`config.mk`:
```
export PLATFORM = sky130hd
export DESIGN_NAME = lnbsc_top
export DESIGN_NICKNAME = d
export VERILOG_FILES = /design/src/lnbsc_pkg.sv /design/src/lnbsc_top.sv /design/src/lnbsc_tone_gen.sv
export VERILOG_INCLUDE_DIRS = /design/src
export SDC_FILE = /design/constraint.sdc
export NUM_CORES = 1
export LEC_CHECK = 0
export ABC_AREA = 0
export BUFFER_PORTS_ARGS = -buffer_cell sky130_fd_sc_hd__buf_4
export CORE_MARGIN = 2
export CORE_UTILIZATION = 60
export DETAILED_ROUTE_END_ITERATION = 8
export PLACE_DENSITY = 0.78
export SLEW_MARGIN = 10
export SYNTH_ARGS = -nofsm -noshare
export SYNTH_HDL_FRONTEND = slang
export SYNTH_SLANG_ARGS = --single-unit
```
`constraint.sdc`:
```
create_clock -name ref_clk -period 3.35 [get_ports ref_clk]
set_input_delay 0.1675 -clock ref_clk [delete_from_list [all_inputs] [get_ports ref_clk]]
set_output_delay 0.1675 -clock ref_clk [all_outputs]
set_load 0.1 [all_outputs]
```
`src/lnbsc_consts.svh`:
```
`ifndef LNBSC_CONSTS_SVH
`define LNBSC_CONSTS_SVH
// How it works
// - gate pin switches tone when not forced
// - forced tone runs continuously, pin ignored
// - converter clock is ten times tone
// - enable bit low shuts power blocks
// - select bit picks 13V or 18V
// - boost bit adds 1V to setting
// - dynamic overload: off 900ms, flag set
// - retry 20ms limited, repeat if overloaded
// - clean on interval clears flag, normal
// - static mode: flag follows overload directly
// - flag low after power-on soft-start
// - overtemperature stops power, sets flag
// - high voltage pin forces 18V output
// - sda only pulled low or released
// - sda changes only while scl low
// - start and stop seen with scl high
// - bytes are eight bits, msb first
// - addressed device acks every received byte
// - no ack while supply not good
// - address then data byte, write stores
// - address pin picks low address bit
// - supply not good clears register, idle
// - read returns registers, ack continues

// =====================================================
// timing
`define LNBSC_CLK_MHZ 250
`define LNBSC_TONE_HZ 22000
`define LNBSC_CONV_MULT 10
`define LNBSC_CONV_HALF_CYC (`LNBSC_CLK_MHZ * 1000000 / (`LNBSC_TONE_HZ * `LNBSC_CONV_MULT * 2))
`define LNBSC_TOFF_MS 900
`define LNBSC_TOFF_CYC (`LNBSC_TOFF_MS * 1000 * `LNBSC_CLK_MHZ)
`define LNBSC_TON_MS 20
`define LNBSC_TON_CYC (`LNBSC_TON_MS * 1000 * `LNBSC_CLK_MHZ)
`define LNBSC_SOFT_US 1000
`define LNBSC_SOFT_CYC (`LNBSC_SOFT_US * `LNBSC_CLK_MHZ)

// =====================================================
// bus address and register fields
`define LNBSC_ADDR_UPPER 6'h04
`define LNBSC_SEL_BIT 7
`define LNBSC_STC_BIT 6
`define LNBSC_FRC_BIT 4
`define LNBSC_BST_BIT 3
`define LNBSC_VHI_BIT 2
`define LNBSC_EN_BIT 1
`define LNBSC_OVF_BIT 0
`define LNBSC_HOT_BIT 1
`define LNBSC_REG_RESET 8'h00

// =====================================================
// positions in the input synchroniser
`define LNBSC_IN_SCL 0
`define LNBSC_IN_SDA 1
`define LNBSC_IN_GATE 2
`define LNBSC_IN_HV 3
`define LNBSC_IN_ADDR 4
`define LNBSC_IN_PG 5
`define LNBSC_IN_OVL 6
`define LNBSC_IN_OT 7
`endif

```
`src/lnbsc_pkg.sv`:
```
package lnbsc_pkg;

    localparam int LNBSC_TIMER_W = 28;
    localparam int LNBSC_DIV_W = 12;
    localparam int LNBSC_HALVES_W = 5;

    typedef enum logic [6:0] {
        I_IDLE = 7'b0000001,
        I_RXA = 7'b0000010,
        I_ACKA = 7'b0000100,
        I_RXD = 7'b0001000,
        I_ACKD = 7'b0010000,
        I_TXD = 7'b0100000,
        I_MACK = 7'b1000000
    } lnbsc_i2c_st_t;

    typedef enum logic [4:0] {
        P_OFF = 5'b00001,
        P_SOFT = 5'b00010,
        P_NORM = 5'b00100,
        P_TOFF = 5'b01000,
        P_TON = 5'b10000
    } lnbsc_prot_st_t;

    typedef struct packed {
        logic [7:0] s1;
        logic [7:0] s2;
        logic scl_d;
        logic sda_d;
        lnbsc_i2c_st_t ist;
        logic [3:0] bitcnt;
        logic [7:0] shift;
        logic [7:0] tx;
        logic rw;
        logic acked;
        logic rd_sel;
        logic stc;
        logic frc;
        logic bst;
        logic vhi;
        logic en;
        lnbsc_prot_st_t pst;
        logic [LNBSC_TIMER_W-1:0] tcnt;
        logic ovl_seen;
        logic ovf;
        logic hot;
        logic pwr_on;
        logic lin_on;
        logic v18;
        logic vboost;
        logic ilim;
        logic tone_req;
        logic sda_oe;
        logic sda_out;
    } lnbsc_state_t;

    typedef struct packed {
        logic [LNBSC_DIV_W-1:0] div;
        logic [LNBSC_HALVES_W-1:0] halves;
        logic conv;
        logic phase;
        logic tone;
    } lnbsc_tone_t;

endpackage

```
`src/lnbsc_top.sv`:
```
`timescale 1ns/100ps
`include "lnbsc_consts.svh"
module lnbsc_top
    import lnbsc_pkg::*;
#(
    parameter int TOFF_CYC = `LNBSC_TOFF_CYC,
    parameter int TON_CYC = `LNBSC_TON_CYC,
    parameter int SOFT_CYC = `LNBSC_SOFT_CYC,
    parameter int CONV_HALF_CYC = `LNBSC_CONV_HALF_CYC
) (
    input wire logic ref_clk,
    input wire logic rst_n,
    input wire logic scl_in,
    input wire logic sda_in,
    output logic sda_out,
    output logic sda_oe,
    input wire logic address_select_pin,
    input wire logic supply_good,
    input wire logic tone_gate_pin,
    input wire logic high_voltage_pin,
    input wire logic overload_detect,
    input wire logic overtemp_detect,
    output logic power_stage_on,
    output logic linear_stage_on,
    output logic vout_18v,
    output logic vout_boost_1v,
    output logic current_limit_on,
    output logic conv_clk,
    output logic tone_out,
    output logic overload_flag,
    output logic overtemp_flag
);

    // =====================================================
    // parameter check
    if (TOFF_CYC < 1 || TON_CYC < 1 || SOFT_CYC < 1) begin : g_bad_min
        $error("lnbsc_top: timer counts must be at least one");
    end
    if (TOFF_CYC >= 2**LNBSC_TIMER_W || TON_CYC >= 2**LNBSC_TIMER_W || SOFT_CYC >= 2**LNBSC_TIMER_W)
    begin : g_bad_max
        $error("lnbsc_top: timer counts exceed timer width");
    end

    // =====================================================
    // helpers
    function automatic logic addr_match(input logic [7:0] b, input logic pin);
        addr_match = (b[7:2] == `LNBSC_ADDR_UPPER) && (b[1] == pin);
    endfunction

    function automatic logic tmr_done(input logic [LNBSC_TIMER_W-1:0] c, input int lim);
        tmr_done = (c == LNBSC_TIMER_W'(lim - 1));
    endfunction

    function automatic logic [7:0] rd_byte(input lnbsc_state_t s, input logic sel);
        logic [7:0] b;
        b = `LNBSC_REG_RESET;
        if (!sel) begin
            b[`LNBSC_STC_BIT] = s.stc;
            b[`LNBSC_FRC_BIT] = s.frc;
            b[`LNBSC_BST_BIT] = s.bst;
            b[`LNBSC_VHI_BIT] = s.vhi;
            b[`LNBSC_EN_BIT] = s.en;
            b[`LNBSC_OVF_BIT] = s.ovf;
        end else begin
            b[`LNBSC_SEL_BIT] = 1'b1;
            b[`LNBSC_HOT_BIT] = s.hot;
        end
        rd_byte = b;
    endfunction

    // =====================================================
    // state
    lnbsc_state_t st;
    lnbsc_state_t nxt;

    logic scl_s;
    logic sda_s;
    logic gate_s;
    logic hv_s;
    logic addr_s;
    logic pg_s;
    logic ovl_s;
    logic ot_s;
    logic scl_rise;
    logic scl_fall;
    logic bus_start;
    logic bus_stop;
    logic active;
    logic [7:0] rx_byte;
    logic [7:0] ld_byte;
    logic [7:0] first_byte;

    assign scl_s = st.s2[`LNBSC_IN_SCL];
    assign sda_s = st.s2[`LNBSC_IN_SDA];
    assign gate_s = st.s2[`LNBSC_IN_GATE];
    assign hv_s = st.s2[`LNBSC_IN_HV];
    assign addr_s = st.s2[`LNBSC_IN_ADDR];
    assign pg_s = st.s2[`LNBSC_IN_PG];
    assign ovl_s = st.s2[`LNBSC_IN_OVL];
    assign ot_s = st.s2[`LNBSC_IN_OT];

    // =====================================================
    // bus conditions
    assign scl_rise = scl_s & ~st.scl_d;
    assign scl_fall = ~scl_s & st.scl_d;
    assign bus_start = scl_s & st.scl_d & st.sda_d & ~sda_s;
    assign bus_stop = scl_s & st.scl_d & ~st.sda_d & sda_s;
    assign rx_byte = {st.shift[6:0], sda_s};
    assign ld_byte = rd_byte(st, ~st.rd_sel);
    assign first_byte = rd_byte(st, 1'b0);
    assign active = st.en & ~ot_s;

    // =====================================================
    // next state
    always_comb begin
        nxt = st;
        nxt.s1 = {overtemp_detect, overload_detect, supply_good, address_select_pin,
                  high_voltage_pin, tone_gate_pin, sda_in, scl_in};
        nxt.s2 = st.s1;
        nxt.scl_d = scl_s;
        nxt.sda_d = sda_s;
        nxt.sda_out = 1'b0;

        // bus slave
        if (!pg_s) begin
            // held in lockout, register cleared, no answer
            nxt.ist = I_IDLE;
            nxt.sda_oe = 1'b0;
            nxt.bitcnt = '0;
            nxt.stc = 1'b0;
            nxt.frc = 1'b0;
            nxt.bst = 1'b0;
            nxt.vhi = 1'b0;
            nxt.en = 1'b0;
        end else if (bus_start) begin
            nxt.ist = I_RXA;
            nxt.bitcnt = '0;
            nxt.sda_oe = 1'b0;
        end else if (bus_stop) begin
            nxt.ist = I_IDLE;
            nxt.sda_oe = 1'b0;
        end else begin
            case (st.ist)
                I_IDLE: begin
                    nxt.sda_oe = 1'b0;
                end
                I_RXA: begin
                    if (scl_rise && st.bitcnt != 4'h8) begin
                        nxt.shift = rx_byte;
                        nxt.bitcnt = st.bitcnt + 1'b1;
                    end else if (scl_fall && st.bitcnt == 4'h8) begin
                        if (addr_match(st.shift, addr_s)) begin
                            nxt.rw = st.shift[0];
                            nxt.sda_oe = 1'b1;
                            nxt.ist = I_ACKA;
                        end else begin
                            nxt.ist = I_IDLE;
                        end
                    end
                end
                I_ACKA: begin
                    if (scl_fall) begin
                        nxt.bitcnt = '0;
                        if (st.rw) begin
                            // first read byte, msb driven right after ack
                            nxt.rd_sel = 1'b0;
                            nxt.tx = {first_byte[6:0], 1'b0};
                            nxt.sda_oe = ~first_byte[7];
                            nxt.bitcnt = 4'h1;
                            nxt.ist = I_TXD;
                        end else begin
                            nxt.sda_oe = 1'b0;
                            nxt.ist = I_RXD;
                        end
                    end
                end
                I_RXD: begin
                    if (scl_rise && st.bitcnt != 4'h8) begin
                        nxt.shift = rx_byte;
                        nxt.bitcnt = st.bitcnt + 1'b1;
                        if (st.bitcnt == 4'h7 && !rx_byte[`LNBSC_SEL_BIT]) begin
                            nxt.stc = rx_byte[`LNBSC_STC_BIT];
                            nxt.frc = rx_byte[`LNBSC_FRC_BIT];
                            nxt.bst = rx_byte[`LNBSC_BST_BIT];
                            nxt.vhi = rx_byte[`LNBSC_VHI_BIT];
                            nxt.en = rx_byte[`LNBSC_EN_BIT];
                        end
                    end else if (scl_fall && st.bitcnt == 4'h8) begin
                        nxt.sda_oe = 1'b1;
                        nxt.ist = I_ACKD;
                    end
                end
                I_ACKD: begin
                    if (scl_fall) begin
                        nxt.sda_oe = 1'b0;
                        nxt.bitcnt = '0;
                        nxt.ist = I_RXD;
                    end
                end
                I_TXD: begin
                    if (scl_fall) begin
                        if (st.bitcnt == 4'h8) begin
                            nxt.sda_oe = 1'b0;
                            nxt.ist = I_MACK;
                        end else begin
                            nxt.sda_oe = ~st.tx[7];
                            nxt.tx = {st.tx[6:0], 1'b0};
                            nxt.bitcnt = st.bitcnt + 1'b1;
                        end
                    end
                end
                I_MACK: begin
                    if (scl_rise) begin
                        nxt.acked = ~sda_s;
                    end else if (scl_fall) begin
                        if (st.acked) begin
                            // master ack, next byte alternates registers
                            nxt.rd_sel = ~st.rd_sel;
                            nxt.tx = {ld_byte[6:0], 1'b0};
                            nxt.sda_oe = ~ld_byte[7];
                            nxt.bitcnt = 4'h1;
                            nxt.ist = I_TXD;
                        end else begin
                            nxt.ist = I_IDLE;
                        end
                    end
                end
                default: begin
                    nxt.ist = I_IDLE;
                    nxt.sda_oe = 1'b0;
                end
            endcase
        end

        // overload protection
        nxt.tcnt = st.tcnt + 1'b1;
        if (!active) begin
            nxt.pst = P_OFF;
            nxt.ovf = 1'b0;
            nxt.tcnt = '0;
        end else begin
            case (st.pst)
                P_OFF: begin
                    nxt.pst = P_SOFT;
                    nxt.tcnt = '0;
                    nxt.ovf = 1'b0;
                end
                P_SOFT: begin
                    nxt.ovf = 1'b0;
                    if (tmr_done(st.tcnt, SOFT_CYC)) begin
                        nxt.pst = P_NORM;
                    end
                end
                P_NORM: begin
                    if (ovl_s && !st.stc) begin
                        nxt.pst = P_TOFF;
                        nxt.ovf = 1'b1;
                        nxt.tcnt = '0;
                    end else begin
                        nxt.ovf = ovl_s & st.stc;
                    end
                end
                P_TOFF: begin
                    if (tmr_done(st.tcnt, TOFF_CYC)) begin
                        nxt.pst = P_TON;
                        nxt.tcnt = '0;
                        nxt.ovl_seen = 1'b0;
                    end
                end
                P_TON: begin
                    if (ovl_s) begin
                        nxt.ovl_seen = 1'b1;
                    end
                    if (tmr_done(st.tcnt, TON_CYC)) begin
                        nxt.tcnt = '0;
                        if (st.ovl_seen || ovl_s) begin
                            nxt.pst = P_TOFF;
                        end else begin
                            nxt.pst = P_NORM;
                            nxt.ovf = 1'b0;
                        end
                    end
                end
                default: begin
                    nxt.pst = P_OFF;
                end
            endcase
        end

        // power and voltage commands
        nxt.hot = ot_s;
        nxt.pwr_on = (nxt.pst == P_SOFT) || (nxt.pst == P_NORM) || (nxt.pst == P_TON);
        nxt.lin_on = nxt.pwr_on;
        nxt.ilim = (nxt.pst == P_SOFT) || (nxt.pst == P_TON) || ((nxt.pst == P_NORM) && nxt.stc);
        nxt.v18 = nxt.pwr_on & (nxt.vhi | hv_s);
        nxt.vboost = nxt.pwr_on & nxt.bst;

        // tone source
        nxt.tone_req = nxt.pwr_on & (nxt.frc | gate_s);
    end

    always_ff @(posedge ref_clk or negedge rst_n) begin
        if (!rst_n) begin
            st <= '0;
            st.s1 <= 8'h03;
            st.s2 <= 8'h03;
            st.scl_d <= 1'b1;
            st.sda_d <= 1'b1;
            st.ist <= I_IDLE;
            st.pst <= P_OFF;
        end else begin
            st <= nxt;
        end
    end

    // =====================================================
    // tone and converter clock
    lnbsc_tone_gen #(
        .HALF_CYC(CONV_HALF_CYC),
        .MULT(`LNBSC_CONV_MULT)
    ) u_tone (
        .ref_clk(ref_clk),
        .rst_n(rst_n),
        .run(st.pwr_on),
        .tone_req(st.tone_req),
        .conv_clk(conv_clk),
        .tone_out(tone_out)
    );

    // =====================================================
    // outputs
    assign sda_out = st.sda_out;
    assign sda_oe = st.sda_oe;
    assign power_stage_on = st.pwr_on;
    assign linear_stage_on = st.lin_on;
    assign vout_18v = st.v18;
    assign vout_boost_1v = st.vboost;
    assign current_limit_on = st.ilim;
    assign overload_flag = st.ovf;
    assign overtemp_flag = st.hot;

endmodule

```
`src/lnbsc_tone_gen.sv`:
```
`timescale 1ns/100ps
`include "lnbsc_consts.svh"
module lnbsc_tone_gen
    import lnbsc_pkg::*;
#(
    parameter int HALF_CYC = `LNBSC_CONV_HALF_CYC,
    parameter int MULT = `LNBSC_CONV_MULT
) (
    input wire logic ref_clk,
    input wire logic rst_n,
    input wire logic run,
    input wire logic tone_req,
    output logic conv_clk,
    output logic tone_out
);

    // =====================================================
    // parameter check
    if (HALF_CYC < 1 || HALF_CYC >= 2**LNBSC_DIV_W || MULT < 1 || MULT >= 2**LNBSC_HALVES_W) begin : g_bad
        $error("lnbsc_tone_gen: divider parameters out of range");
    end

    // =====================================================
    // divider chain
    lnbsc_tone_t st;
    lnbsc_tone_t nxt;

    always_comb begin
        nxt = st;
        if (!run) begin
            nxt = '0;
        end else if (st.div == LNBSC_DIV_W'(HALF_CYC - 1)) begin
            nxt.div = '0;
            nxt.conv = ~st.conv;
            // tone half period spans MULT converter half periods
            if (st.halves == LNBSC_HALVES_W'(MULT - 1)) begin
                nxt.halves = '0;
                nxt.phase = ~st.phase;
            end else begin
                nxt.halves = st.halves + 1'b1;
            end
        end else begin
            nxt.div = st.div + 1'b1;
        end
        nxt.tone = run & tone_req & st.phase;
    end

    always_ff @(posedge ref_clk or negedge rst_n) begin
        if (!rst_n) begin
            st <= '0;
        end else begin
            st <= nxt;
        end
    end

    assign conv_clk = st.conv;
    assign tone_out = st.tone;

endmodule

```
==> results by group, run 1 <==
Status
  • Outcome: complete, no violations

Synth
  • Register area share after synthesis: 49.9%
  • Synth top area cells: dfrtp_1, nor2_1, xor2_1
  • Unique masters post-synth: slightly below 70
  • Post-synth EDFFs: 0
  • Synth Flop Type: dfrtp_1
  • Yosys Warn Count: 0
  • Mapped Cells: 559
  • Post-synthesis area per instance: 10.3 um^2
  • Post-synth top area share: 46.2%
  • FF+latch count, synth: ~110
  • Asr flop ratio synth: 100%
  • Post-synthesis cell area: 0.00574 mm^2
  • Syn_nets: 575
  • Post-synth top area cell: dfrtp_1

Clocking
  • H-tree depth: 4
  • Root Buffer: clkbuf_8
  • Cts bufs inserted: 17
  • Postcts setup bufs: 0
  • CTS max path bufs: 2
  • Num Clock Sinks: ~110
  • # resized after CTS: 0
  • TritonCTS clock tree: built
  • Reg clk slew, reported paths: roughly 0.060 ns
  • CTS Hold Bufs: 9
  • Latest clock arrival within the worst-skew pair: approximately 0.52 ns

Place
  • Port Buffers: 19
  • Routability congestion estimate: about 1.0
  • Dpl ws: between 0.7 and 0.8 ns
  • HPWL after DPL: between 8 and 9 mm

Power
  • Power Dens Cells: around 490 mW/mm^2
  • Worst IR drop on VDD: ~0.00051 V
  • Static Leak: about 2.8 nW

Global routing
  • GRT Overall Usage: between 20% and 30%
  • First-pass GRT wire length: between 20 and 25 mm
  • Gr ovfl total: 0
  • Vias in the first global route: around 4400
  • Pin count of the biggest net entering global routing: between 60 and 70
  • Initial antenna violation count: 0

Cells and area
  • Commonest cells after routing, fill and taps aside: dfrtp_1, nor2_1, nand2_1, xor2_1, nand3_1
  • Final nets: between 600 and 700
  • Fillers: 662
  • Commonest non-fill, non-tap cell in the layout: dfrtp_1
  • Synth-to-Final Area Change: 15.5%
  • Antenna cells: 0
  • Layout cells sized above 1: between 10% and 20%

Flow run
  • Total of max-cap violations: 0

Timing
  • Slew Viols, Final: 0
  • Final Hold Viols: 0
  • Clock skew: 0.00851 ns
  • Max Clk Rate: 0.372 GHz
  • RSZ-0062 raised after global routing: false
  • Setup TNS: 0 ns
  • Slew headroom: between 40 and 50%
  • Worst Tran Pin Value: about 0.83 ns
  • Final Cycle Share: 80.2%
  • Post-route minimum period: 2.69 ns
  • # setup viols final: 0
  • Final Worst Setup Slack: approximately 0.66 ns

Floorplan
  • Io pins: 21
  • Core Footprint: approximately 0.009 mm^2
  • Initial Util: 62.1%
  • Die Y: 102 um
  • Die area: just over 0.01 mm^2
  • DIE WIDTH: around 100 um
  • Row count: 35

Worst setup path
  • Setup crit start kind: register
  • Worst Path Arrival: roughly 3.1 ns
  • CP required: approximately 3.8 ns
  • WS Path Type: register to register
  • Worst R2R Path Depth: 6
  • CP endpoint: sda_oe$_DFFE_PN0P_
  • R2R Path Start: st[73]$_DFFE_PN0P_
  • CP Max Fanout: 10
  • Worst Setup End Kind: register
  • Reg-to-reg critical path endpoint: sda_oe$_DFFE_PN0P_
  • R2R setup slack: between 0.6 and 0.7 ns
  • Crit path launch: st[73]$_DFFE_PN0P_

Detailed routing
  • Drt first-iter violations: between 200 and 300
  • Total wire length: around 13 mm
  • Vias after detailed routing: 4400
  • DRC: 0
  • Pre-Repair DR Iteration Count: 7
  • Via density per instance: 6.05
  • Wire per inst: roughly 17 um
  • Antenna-violating nets left: 0

Min path
  • Worst min path class: primary input to asynchronous set/reset pin
state kept, by name (all words and copies together) (netlist names), 5 cells and up:
| signal | count |
|---|---|
| first_byte | 5 |
| u_tone.st | 18 |
| st | 59 |
| rx_byte | 7 |
| nxt | 11 |
layout make-up:
class	count	area [um^2]	area share, %
clock buffers	23	457	6.89
clock inverters	9	130	1.96
inverters	16	60.1	0.906
multi-input cells	405	2700	40.7
flip-flops and latches	114	2860	43.2
well taps	129	161	2.44
repair buffers	31	255	3.85
per-layer routing:
metal	global-route usage, %	routed length (um)
met3	6.76	784
met1	32.3	5240
met2	43.8	6350
met5	0	0
met4	9.15	331
per-stage QoR:
step	util [%]	power (mW)	hold WS, ns	area, um^2	cells
2_1_floorplan	-	1.46	-0.128	5740	559
3_3_place_gp	64.4	1.50	0.277	5950	686
3_5_place_dp	64.4	1.51	0.277	5950	686
4_1_cts	71.7	3.30	0.277	6630	727
5_1_grt	71.7	3.37	0.278	6630	727
6_report	71.7	3.28	0.291	6630	727
power by group:
| part | switching, mW | internal (mW) | leakage [nW] | total [mW] |
|---|---|---|---|---|
| Clock | 0.619 | 1.17 | 0.274 | 1.79 |
| Sequential | 0.0113 | 1.39 | 1.54 | 1.41 |
| Combinational | 0.0580 | 0.0264 | 1.04 | 0.0844 |
| Total | 0.688 | 2.59 | 2.85 | 3.28 |
worst max-delay path: stages (launching register included):
cell and delay [ns]:
dfrtp_1 0.47, or3_1 0.55, nor3_1 0.52, nand2_1 0.28, o311ai_0 0.47, nand3_1 0.15, o2bb2ai_1 0.17
how the worst min path moves through the flow:
stage / start / slack (ns) / endpoint / cells past startpoint
2_1_floorplan: rst_n / -0.13 / addr_s$_DFF_PN0_ / 0
3_3_place_gp: overload_detect / 0.28 / nxt[87]$_DFF_PN0_ / 1
3_5_place_dp: scl_in / 0.28 / nxt[81]$_DFF_PN1_ / 1
4_1_cts: supply_good / 0.28 / nxt[86]$_DFF_PN0_ / 2
5_1_grt: high_voltage_pin / 0.28 / nxt[84]$_DFF_PN0_ / 2
6_report: rst_n / 0.29 / st[75]$_DFFE_PN0P_ / 2
Yosys cell counts (9+ instances only):
| master | number |
|---|---|
| nor2_1 | 70 |
| nand2_1 | 30 |
| mux2i_1 | 12 |
| clkbuf_1 | 13 |
| nand4_1 | 12 |
| xnor2_1 | 16 |
| mux2_2 | 18 |
| inv_1 | 16 |
| nor3_1 | 13 |
| xor2_1 | 29 |
| nand2b_1 | 9 |
| a21oi_1 | 15 |
| nand3_1 | 28 |
| dfrtp_1 | 106 |
| o21ai_0 | 21 |
| and3_1 | 16 |
logic make-up after synthesis:
| logic type | count (synthesis) | synth area share (%) |
|---|---|---|
| mux | 30 | 5.63 |
| xor+xnor | 45 | 6.87 |
| compound gates | 84 | 10.4 |
| fa+ha+maj | 6 | 1.31 |
| flops | 114 | 49.9 |
| simple gates | 239 | 22.8 |
| buf+inv | 40 | 3.01 |
| other cells | 1 | 0.0654 |
Power figures use the tool's default switching activity.
==> run 2, diff against run 1 <==
Settings changed: ABC_AREA 0 to 1, CORE_UTILIZATION 60 to 56, PLACE_DENSITY 0.78 to 0.76.
Clock period 3.35 ns to 2.35 ns, I/O delays scaled along.
==> run 2 against run 1 <==
Sequential power is 48% higher. Largest cell class is now multi-input combinational cells. Critical path type unchanged. Clock power is 45% higher. Sequential cell count stayed put. Synthesized area grew 9.2%.
==> results by group, run 2 <==
Timing
  • # setup viols final: 0 (unchanged)
  • Final Hold Viols: 0 (unchanged)
  • Post-route minimum period: 2.00 ns (-0.690 ns)
  • Final Cycle Share: 85.0% (+4.8 points)
  • Slew headroom: 48.1% (+3.5 points)
  • Clock skew: 0.0124 ns (+0.00386 ns)
  • Max Clk Rate: 0.501 GHz (+35%)
  • RSZ-0062 raised after global routing: false
  • Worst Tran Pin Value: 0.771 ns (-0.0599 ns)
  • Setup TNS: 0 ns (unchanged)
  • Slew Viols, Final: 0 (unchanged)

Floorplan
  • Core Footprint: 0.0109 mm^2 (+18%)
  • Io pins: 21 (unchanged)
  • Initial Util: 57.5% (-4.5 points)
  • Row count: 38 (+8.6%)
  • Die area: 0.0121 mm^2 (+16%)
  • Die Y: 110 um (+7.9%)
  • DIE WIDTH: 110 um (+7.9%)

Synth
  • Synth top area cells: dfrtp_1, nand2_1, nor2_1
  • Most frequent cells after synthesis: nand2_1, nor2_1, dfrtp_1
  • Register area share after synthesis: 45.7% (-4.2 points)
  • Post-synth EDFFs: 0 (unchanged)
  • Adder-Cell Fraction of Synth Area: 1.20% (-0.11 points)
  • Synth Area in Simple Gates: 34.4% (+12 points)
  • Combinational family with the most area after synthesis: simple AND/OR/NAND/NOR gates
  • Post-Synth XOR/XNOR Area: 3.77% (-3.1 points)
  • Count leader, synth: nand2_1
  • Post-synthesis area per instance: 7.90 um^2 (-23%)
  • Synth Flop Type: dfrtp_1
  • Post-synth top area cell: dfrtp_1
  • Post-synthesis cell area: 0.00627 mm^2 (+9.2%)
  • Post-synth top area share: 42.3% (-3.9 points)
  • Syn_nets: 809 (+41%)
  • Post-synthesis mux area share: 0% (-5.6 points)
  • Yosys Warn Count: 0 (unchanged)
  • Mapped Cells: 793 (+42%)
  • FF+latch count, synth: 114 (unchanged)
  • Compound-gate portion of the synthesized area: 6.77% (-3.7 points)
  • Unique masters post-synth: 45 (-35%)
  • Asr flop ratio synth: 100% (unchanged)

Worst setup path
  • CP Buf/Inv Count: 3 (+3)
  • Critical path's most frequent cell: inv_1
  • Worst Setup End Kind: register
  • Setup crit start kind: register
  • CP required: 2.77 ns (-1.02 ns)
  • CP Max Fanout: 7 (-3)
  • WS Path Type: register to register
  • Top delay family on crit path: simple AND/OR/NAND/NOR gates
  • Worst Path Arrival: 2.42 ns (-0.71 ns)
  • Worst path max stage delay: 0.43 ns (-0.12 ns)
  • CP max stage cell: dfrtp_1
  • Worst path cell trace: inv_1 > ha_1 > nand3_1 > nand3_1 > inv_1 > nand3_2 > o21ai_0 > o21bai_1 > inv_1 > nor2_1

Cells and area
  • Final nets: 850 (+41%)
  • Commonest cells after routing, fill and taps aside: nand2_1, nor2_1, dfrtp_1, inv_1, nand3_1
  • Layout cells sized above 1: 15.6% (+0.37 points)
  • Commonest non-fill, non-tap cell in the layout: nand2_1
  • Max reg flops: 59 (unchanged)
  • Reg with most FFs: st
  • Antenna cells: 0 (unchanged)
  • Post-route cell area: 0.00722 mm^2 (+9.0%)
  • Final Instance Count excl. Fillers: 987 (+36%)
  • Final Util: 66.3% (-5.4 points)
  • Synth-to-Final Area Change: 15.3%

Detailed routing
  • Total wire length: 14.5 mm (+14%)
  • Drt first-iter violations: 411 (+64%)
  • Via density per instance: 5.39 (-11%)
  • Vias after detailed routing: 5316 (+21%)
  • Pre-Repair DR Iteration Count: 5 (-2)
  • Antenna-violating nets left: 0 (unchanged)
  • DRC: 0 (unchanged)
  • Wire per inst: 14.7 um (-16%)

Power
  • Power Dens Cells: 695 mW/mm^2 (+41%)
  • Overall power: 5.02 mW (+53%)
  • Static Leak: 3.37 nW (+18%)
  • Worst IR drop on VDD: 0.000579 V (+14%)

Global routing
  • GRT Overall Usage: 26.4% (+0.47 points)
  • Vias in the first global route: 5409 (+24%)
  • Initial antenna violation count: 0 (unchanged)
  • Gr ovfl total: 0 (unchanged)
  • First-pass GRT wire length: 24.4 mm (+18%)
  • Pin count of the biggest net entering global routing: 50 (-24%)

Clocking
  • Postcts setup bufs: 0 (unchanged)
  • H-tree depth: 4 (unchanged)
  • Cts bufs inserted: 17 (unchanged)
  • Num Clock Sinks: 114 (unchanged)
  • Reg clk slew, reported paths: 0.06 ns (about the same)
  • # resized after CTS: 0 (unchanged)
  • CTS max path bufs: 2 (unchanged)
  • Latest clock arrival within the worst-skew pair: 0.53 ns (about the same)
  • TritonCTS clock tree: built
  • Root Buffer: clkbuf_8

Place
  • Port Buffers: 19 (unchanged)
  • Dpl cells: 946 (+38%)
  • Routability congestion estimate: 0.913 (-9.2%)
  • Placed cell area: 0.00654 mm^2 (+9.9%)
  • HPWL after DPL: 10.6 mm (+28%)

Status
  • Outcome: complete, no violations

Flow run
  • Total of max-cap violations: 0 (unchanged)

Min path
  • Worst min path class: primary input to asynchronous set/reset pin
[run 2: cell types whose count changed in the layout (fill, tap and decap cells not counted), moves of 10 or more]
cell	previous run	this run
mux2_2	18	0
nor3_1	13	23
xnor2_1	16	2
nand4_1	12	22
nor2_1	70	114
and3_1	16	1
nand2_1	30	175
inv_1	16	101
nor2_2	0	28
mux2i_1	12	0
nand3_1	28	46
[run 2: where the power goes]
group	leakage [nW]	internal, mW	switching, mW
Clock	0.292	1.70	0.899
Combinational	1.55	0.108	0.225
Sequential	1.53	2.04	0.0514
Total	3.37	3.84	1.17
[run 2: cell type report]
class                   instances  area, um^2
well taps                     140         175
flip-flops and latches        114        2860
multi-input cells             559        2890
fillers                       936        3660
inverters                     108         405
clock inverters                 9         130
clock buffers                  23         467
repair buffers                 34         290
[run 2: routing by layer]
layer / global-route usage (%) / wire length, um
met5: 0 / 0
met4: 9.49 / 281
met3: 6.40 / 502
met2: 47.3 / 7560
met1: 30.5 / 6160
[run 2: per-stage QoR]
| step | worst slack, ns | hold slack (ns) |
|---|---|---|
| after floorplan | 0.333 | -0.178 |
| final | 0.353 | 0.107 |
| after global routing | 0.187 | 0.151 |
| after CTS | 0.329 | 0.116 |
| after detailed placement | 0.345 | 0.131 |
| after global placement | 0.430 | 0.119 |
[run 2: logic make-up after synthesis]
group	after synthesis
other	1
AND/OR/NAND/NOR	451
flip-flops	114
adder cells (fa/ha/maj)	6
buffers and inverters	120
AO/OA/AOI/OAI	74
XOR/XNOR	27
[run 2: path summary, 6_finish.rpt]
| check | endpoint | cells after the start | slack, ns | from |
|---|---|---|---|---|
| worst max register to register | vout_18v$_DFF_PN0_ | 10 | 0.35 | st[68]$_DFFE_PN0P_ |
| worst min register to register | pg_s$_DFF_PN0_ | 0 | 0.35 | nxt[86]$_DFF_PN0_ |
| worst max-delay path | vout_18v$_DFF_PN0_ | 10 | 0.35 | st[68]$_DFFE_PN0P_ |
| max in group asynchronous | st[79]$_DFF_PN1_ | 3 | 1.44 | rst_n |
| worst min-delay path | sda_oe$_DFFE_PN0P_ | 2 | 0.11 | rst_n |
| min in group ref_clk | nxt[81]$_DFF_PN1_ | 2 | 0.24 | scl_in |
[run 2: repair_timing]
| action | CTS | global route |
|---|---|---|
| hold buffers | 9 | 0 |
| setup endpoints to repair | 0 | 0 |
| hold endpoints to repair | 45 | 0 |
==> run 3, diff against run 2 <==
Settings changed: ABC_AREA 1 to 0.
Clock period 2.35 ns to 1.7 ns, I/O delays scaled along.
==> run 3 against run 2 <==
The run now ends with setup timing left. Register-to-register slack got worse by 0.99 ns. Die area decreased by 8.2%. Worst hold slack gained 0.10 ns. Critical endpoint is now st[77]$_DFFE_PN0P_. Largest cell class unchanged. Highest routed layer unchanged.
==> results by group, run 3 (synthesized netlist as in run 1, its figures left out) <==
Worst setup path
  • CP required: 2.10 ns (-0.67 ns)
  • R2R setup slack: -0.63 ns (-0.99 ns)
  • R2R Path Start: st[73]$_DFFE_PN0P_
  • Reg-to-reg critical path endpoint: st[77]$_DFFE_PN0P_
  • Setup crit start kind: register
  • Worst Setup End Kind: register
  • Worst R2R Path Depth: 7 (-3)
  • WS Path Type: register to register
  • Worst Path Arrival: 2.73 ns (+0.31 ns)
  • CP Max Fanout: 6 (-1)

Global routing
  • Pin count of the biggest net entering global routing: 57 (+14%)
  • GR peak layer: met2
  • Met1 usage: 38.6% (+8.1 points)
  • GRT Overall Usage: 31.4% (+5.0 points)
  • Gr ovfl total: 0 (unchanged)
  • Vias in the first global route: 5477 (+1.3%)
  • Initial antenna violation count: 0 (unchanged)
  • First-pass GRT wire length: 27.1 mm (+11%)
  • Met3 Usage GRT: 8.92% (+2.5 points)
  • Met2 Track Usage GR: 52.3% (+5.0 points)

Timing
  • Worst Tran Pin Value: 0.509 ns (-0.262 ns)
  • # setup viols final: 73 (+73)
  • Slew headroom: 65.6% (+17 points)
  • Final Worst Setup Slack: -0.635 ns (-0.988 ns)
  • Final Cycle Share: 137% (+52 points)
  • RSZ-0062 raised after global routing: true
  • Hold Worst Slack: 0.210 ns (+0.103 ns)
  • Clock skew: 0.0111 ns (-0.00130 ns)
  • Final Hold Viols: 0 (unchanged)
  • Slew Viols, Final: 0 (unchanged)
  • Post-route minimum period: 2.33 ns (+0.338 ns)
  • Max Clk Rate: 0.428 GHz (-14%)

Cells and area
  • Final nets: 763 (-10%)
  • Post-route cell area: 0.00848 mm^2 (+17%)
  • Antenna cells: 0 (unchanged)
  • Max reg flops: 59 (unchanged)
  • Synth-to-Final Area Change: 47.8%
  • Commonest cells after routing, fill and taps aside: buf_4, dfrtp_1, nor2_1, xor2_1, nand2_1
  • Reg with most FFs: st
  • Fillers: 443 (-53%)
  • Layout cells sized above 1: 43.7% (+28 points)
  • Commonest non-fill, non-tap cell in the layout: buf_4

Floorplan
  • Initial Util: 58.1% (+0.59 points)
  • Row count: 36 (-5.3%)
  • Io pins: 21 (unchanged)
  • Die area: 0.0111 mm^2 (-8.2%)
  • Die Y: 105 um (-4.2%)
  • DIE WIDTH: 105 um (-4.2%)
  • Core Footprint: 0.00986 mm^2 (-9.4%)

Flow run
  • Total of max-cap violations: 0 (unchanged)

Min path
  • Hold depth: 2
  • Worst min path class: primary input to register
  • Hold Path End: nxt[81]$_DFF_PN1_
  • Worst Hold Launch: scl_in

Place
  • Placed cell area: 0.00698 mm^2 (+6.7%)
  • Dpl ws: -0.630 ns (-0.975 ns)
  • Routability congestion estimate: 0.952 (+4.3%)
  • HPWL after DPL: 9.89 mm (-6.5%)
  • Port Buffers: 19 (unchanged)

Clocking
  • CTS max path bufs: 2 (unchanged)
  • Num Clock Sinks: 114 (unchanged)
  • Latest clock arrival within the worst-skew pair: 0.53 ns (about the same)
  • Cts bufs inserted: 17 (unchanged)
  • Reg clk slew, reported paths: 0.05 ns (about the same)
  • H-tree depth: 4 (unchanged)
  • Root Buffer: clkbuf_8
  • TritonCTS clock tree: built

Detailed routing
  • Antenna-violating nets left: 0 (unchanged)
  • Drt first-iter violations: 410 (-0.24%)
  • Via density per instance: 5.98 (+11%)
  • Pre-Repair DR Iteration Count: 5 (unchanged)
  • DRC: 0 (unchanged)
  • Wire per inst: 20.3 um (+38%)
  • Total wire length: 18.1 mm (+25%)
  • Vias after detailed routing: 5336 (+0.38%)

Power
  • Worst IR drop on VDD: 0.000882 V (+52%)
  • Power Dens Cells: 761 mW/mm^2 (+9.5%)
  • Static Leak: 3.83 nW (+13%)

Status
  • Failing checks: setup timing
  • Outcome: finished, violations left
-- run 3: cell count changes in the layout (fill, tap and decap cells not counted), moves of 13 or more --
cell,before,now
nand3_1,46,26
inv_1,101,13
xnor2_1,2,15
and3_1,1,15
buf_4,24,162
nor3_1,23,8
nor2_2,28,13
nor2_1,114,55
o21ai_0,29,14
nand2_1,175,28
buf_6,0,16
-- run 3: repair_timing --
action / CTS / global route
gates resized for setup: 68 / 51
endpoints found under the hold margin: 114 / 0
pin swaps: 20 / 17
hold buffers: 11 / 0
setup buffers: 26 / 16
setup endpoints to repair: 75 / 90
cloned: 0 / 2
-- run 3: final cells by class --
cell class                      instances  area (um^2)  area share [%]
Inverter                               16         60.1           0.708
Multi-Input combinational cell        405         3210            37.9
Clock inverter                          3         42.5           0.502
Sequential cell                       114         2870            33.8
Clock buffer                           29          539            6.36
Tap cell                              133          166            1.96
Timing Repair Buffer                  193         1590            18.8
-- run 3: stage by stage --
stage	TNS, ns	utilization (%)	power [mW]	std cells
5_1_grt	-37.81	86.0	6.66	893
3_3_place_gp	-27.07	70.7	3.01	809
2_1_floorplan	-26.00	-	2.88	559
4_1_cts	-26.98	82.9	6.45	878
6_report	-33.24	86.0	6.45	893
3_5_place_dp	-30.78	70.7	3.01	809
-- run 3: how the worst max path moves through the flow --
stage                  startpoint                      end  slack (ns)  cells after the start
5_1_grt          st[19]$_DFF_PN0_  vout_boost_1v$_DFF_PN0_       -0.67                      9
3_3_place_gp   st[72]$_DFFE_PN1P_       st[71]$_DFFE_PN0P_       -0.52                      7
2_1_floorplan  st[73]$_DFFE_PN0P_       st[74]$_DFFE_PN0P_       -0.63                      8
3_5_place_dp   st[72]$_DFFE_PN1P_       st[77]$_DFFE_PN0P_       -0.63                      7
6_report       st[73]$_DFFE_PN0P_       st[77]$_DFFE_PN0P_       -0.63                      7
4_1_cts          st[19]$_DFF_PN0_         st[35]$_DFF_PN0_       -0.56                      6
-- run 3: critical path, stage by stage (launching register included) --
cell	delay (ns)
dfrtp_1	0.41
or3_4	0.43
a2111oi_4	0.26
buf_4	0.22
a21oi_2	0.04
o32a_1	0.36
o21ai_4	0.15
mux2_4	0.35
-- run 3: per-layer routing --
layer / up-vias / wire length, um
li1: 2371 / -
met1: 2654 / 7150
met2: 248 / 9210
met3: 63 / 1150
met4: 0 / 628
met5: - / 0
-- run 3: report_power, final --
group / internal [mW] / switching (mW) / leakage, nW
sequential: 2.75 / 0.0168 / 1.53
combinational: 0.108 / 0.159 / 2.01
clock: 2.25 / 1.17 / 0.285
total: 5.10 / 1.35 / 3.83
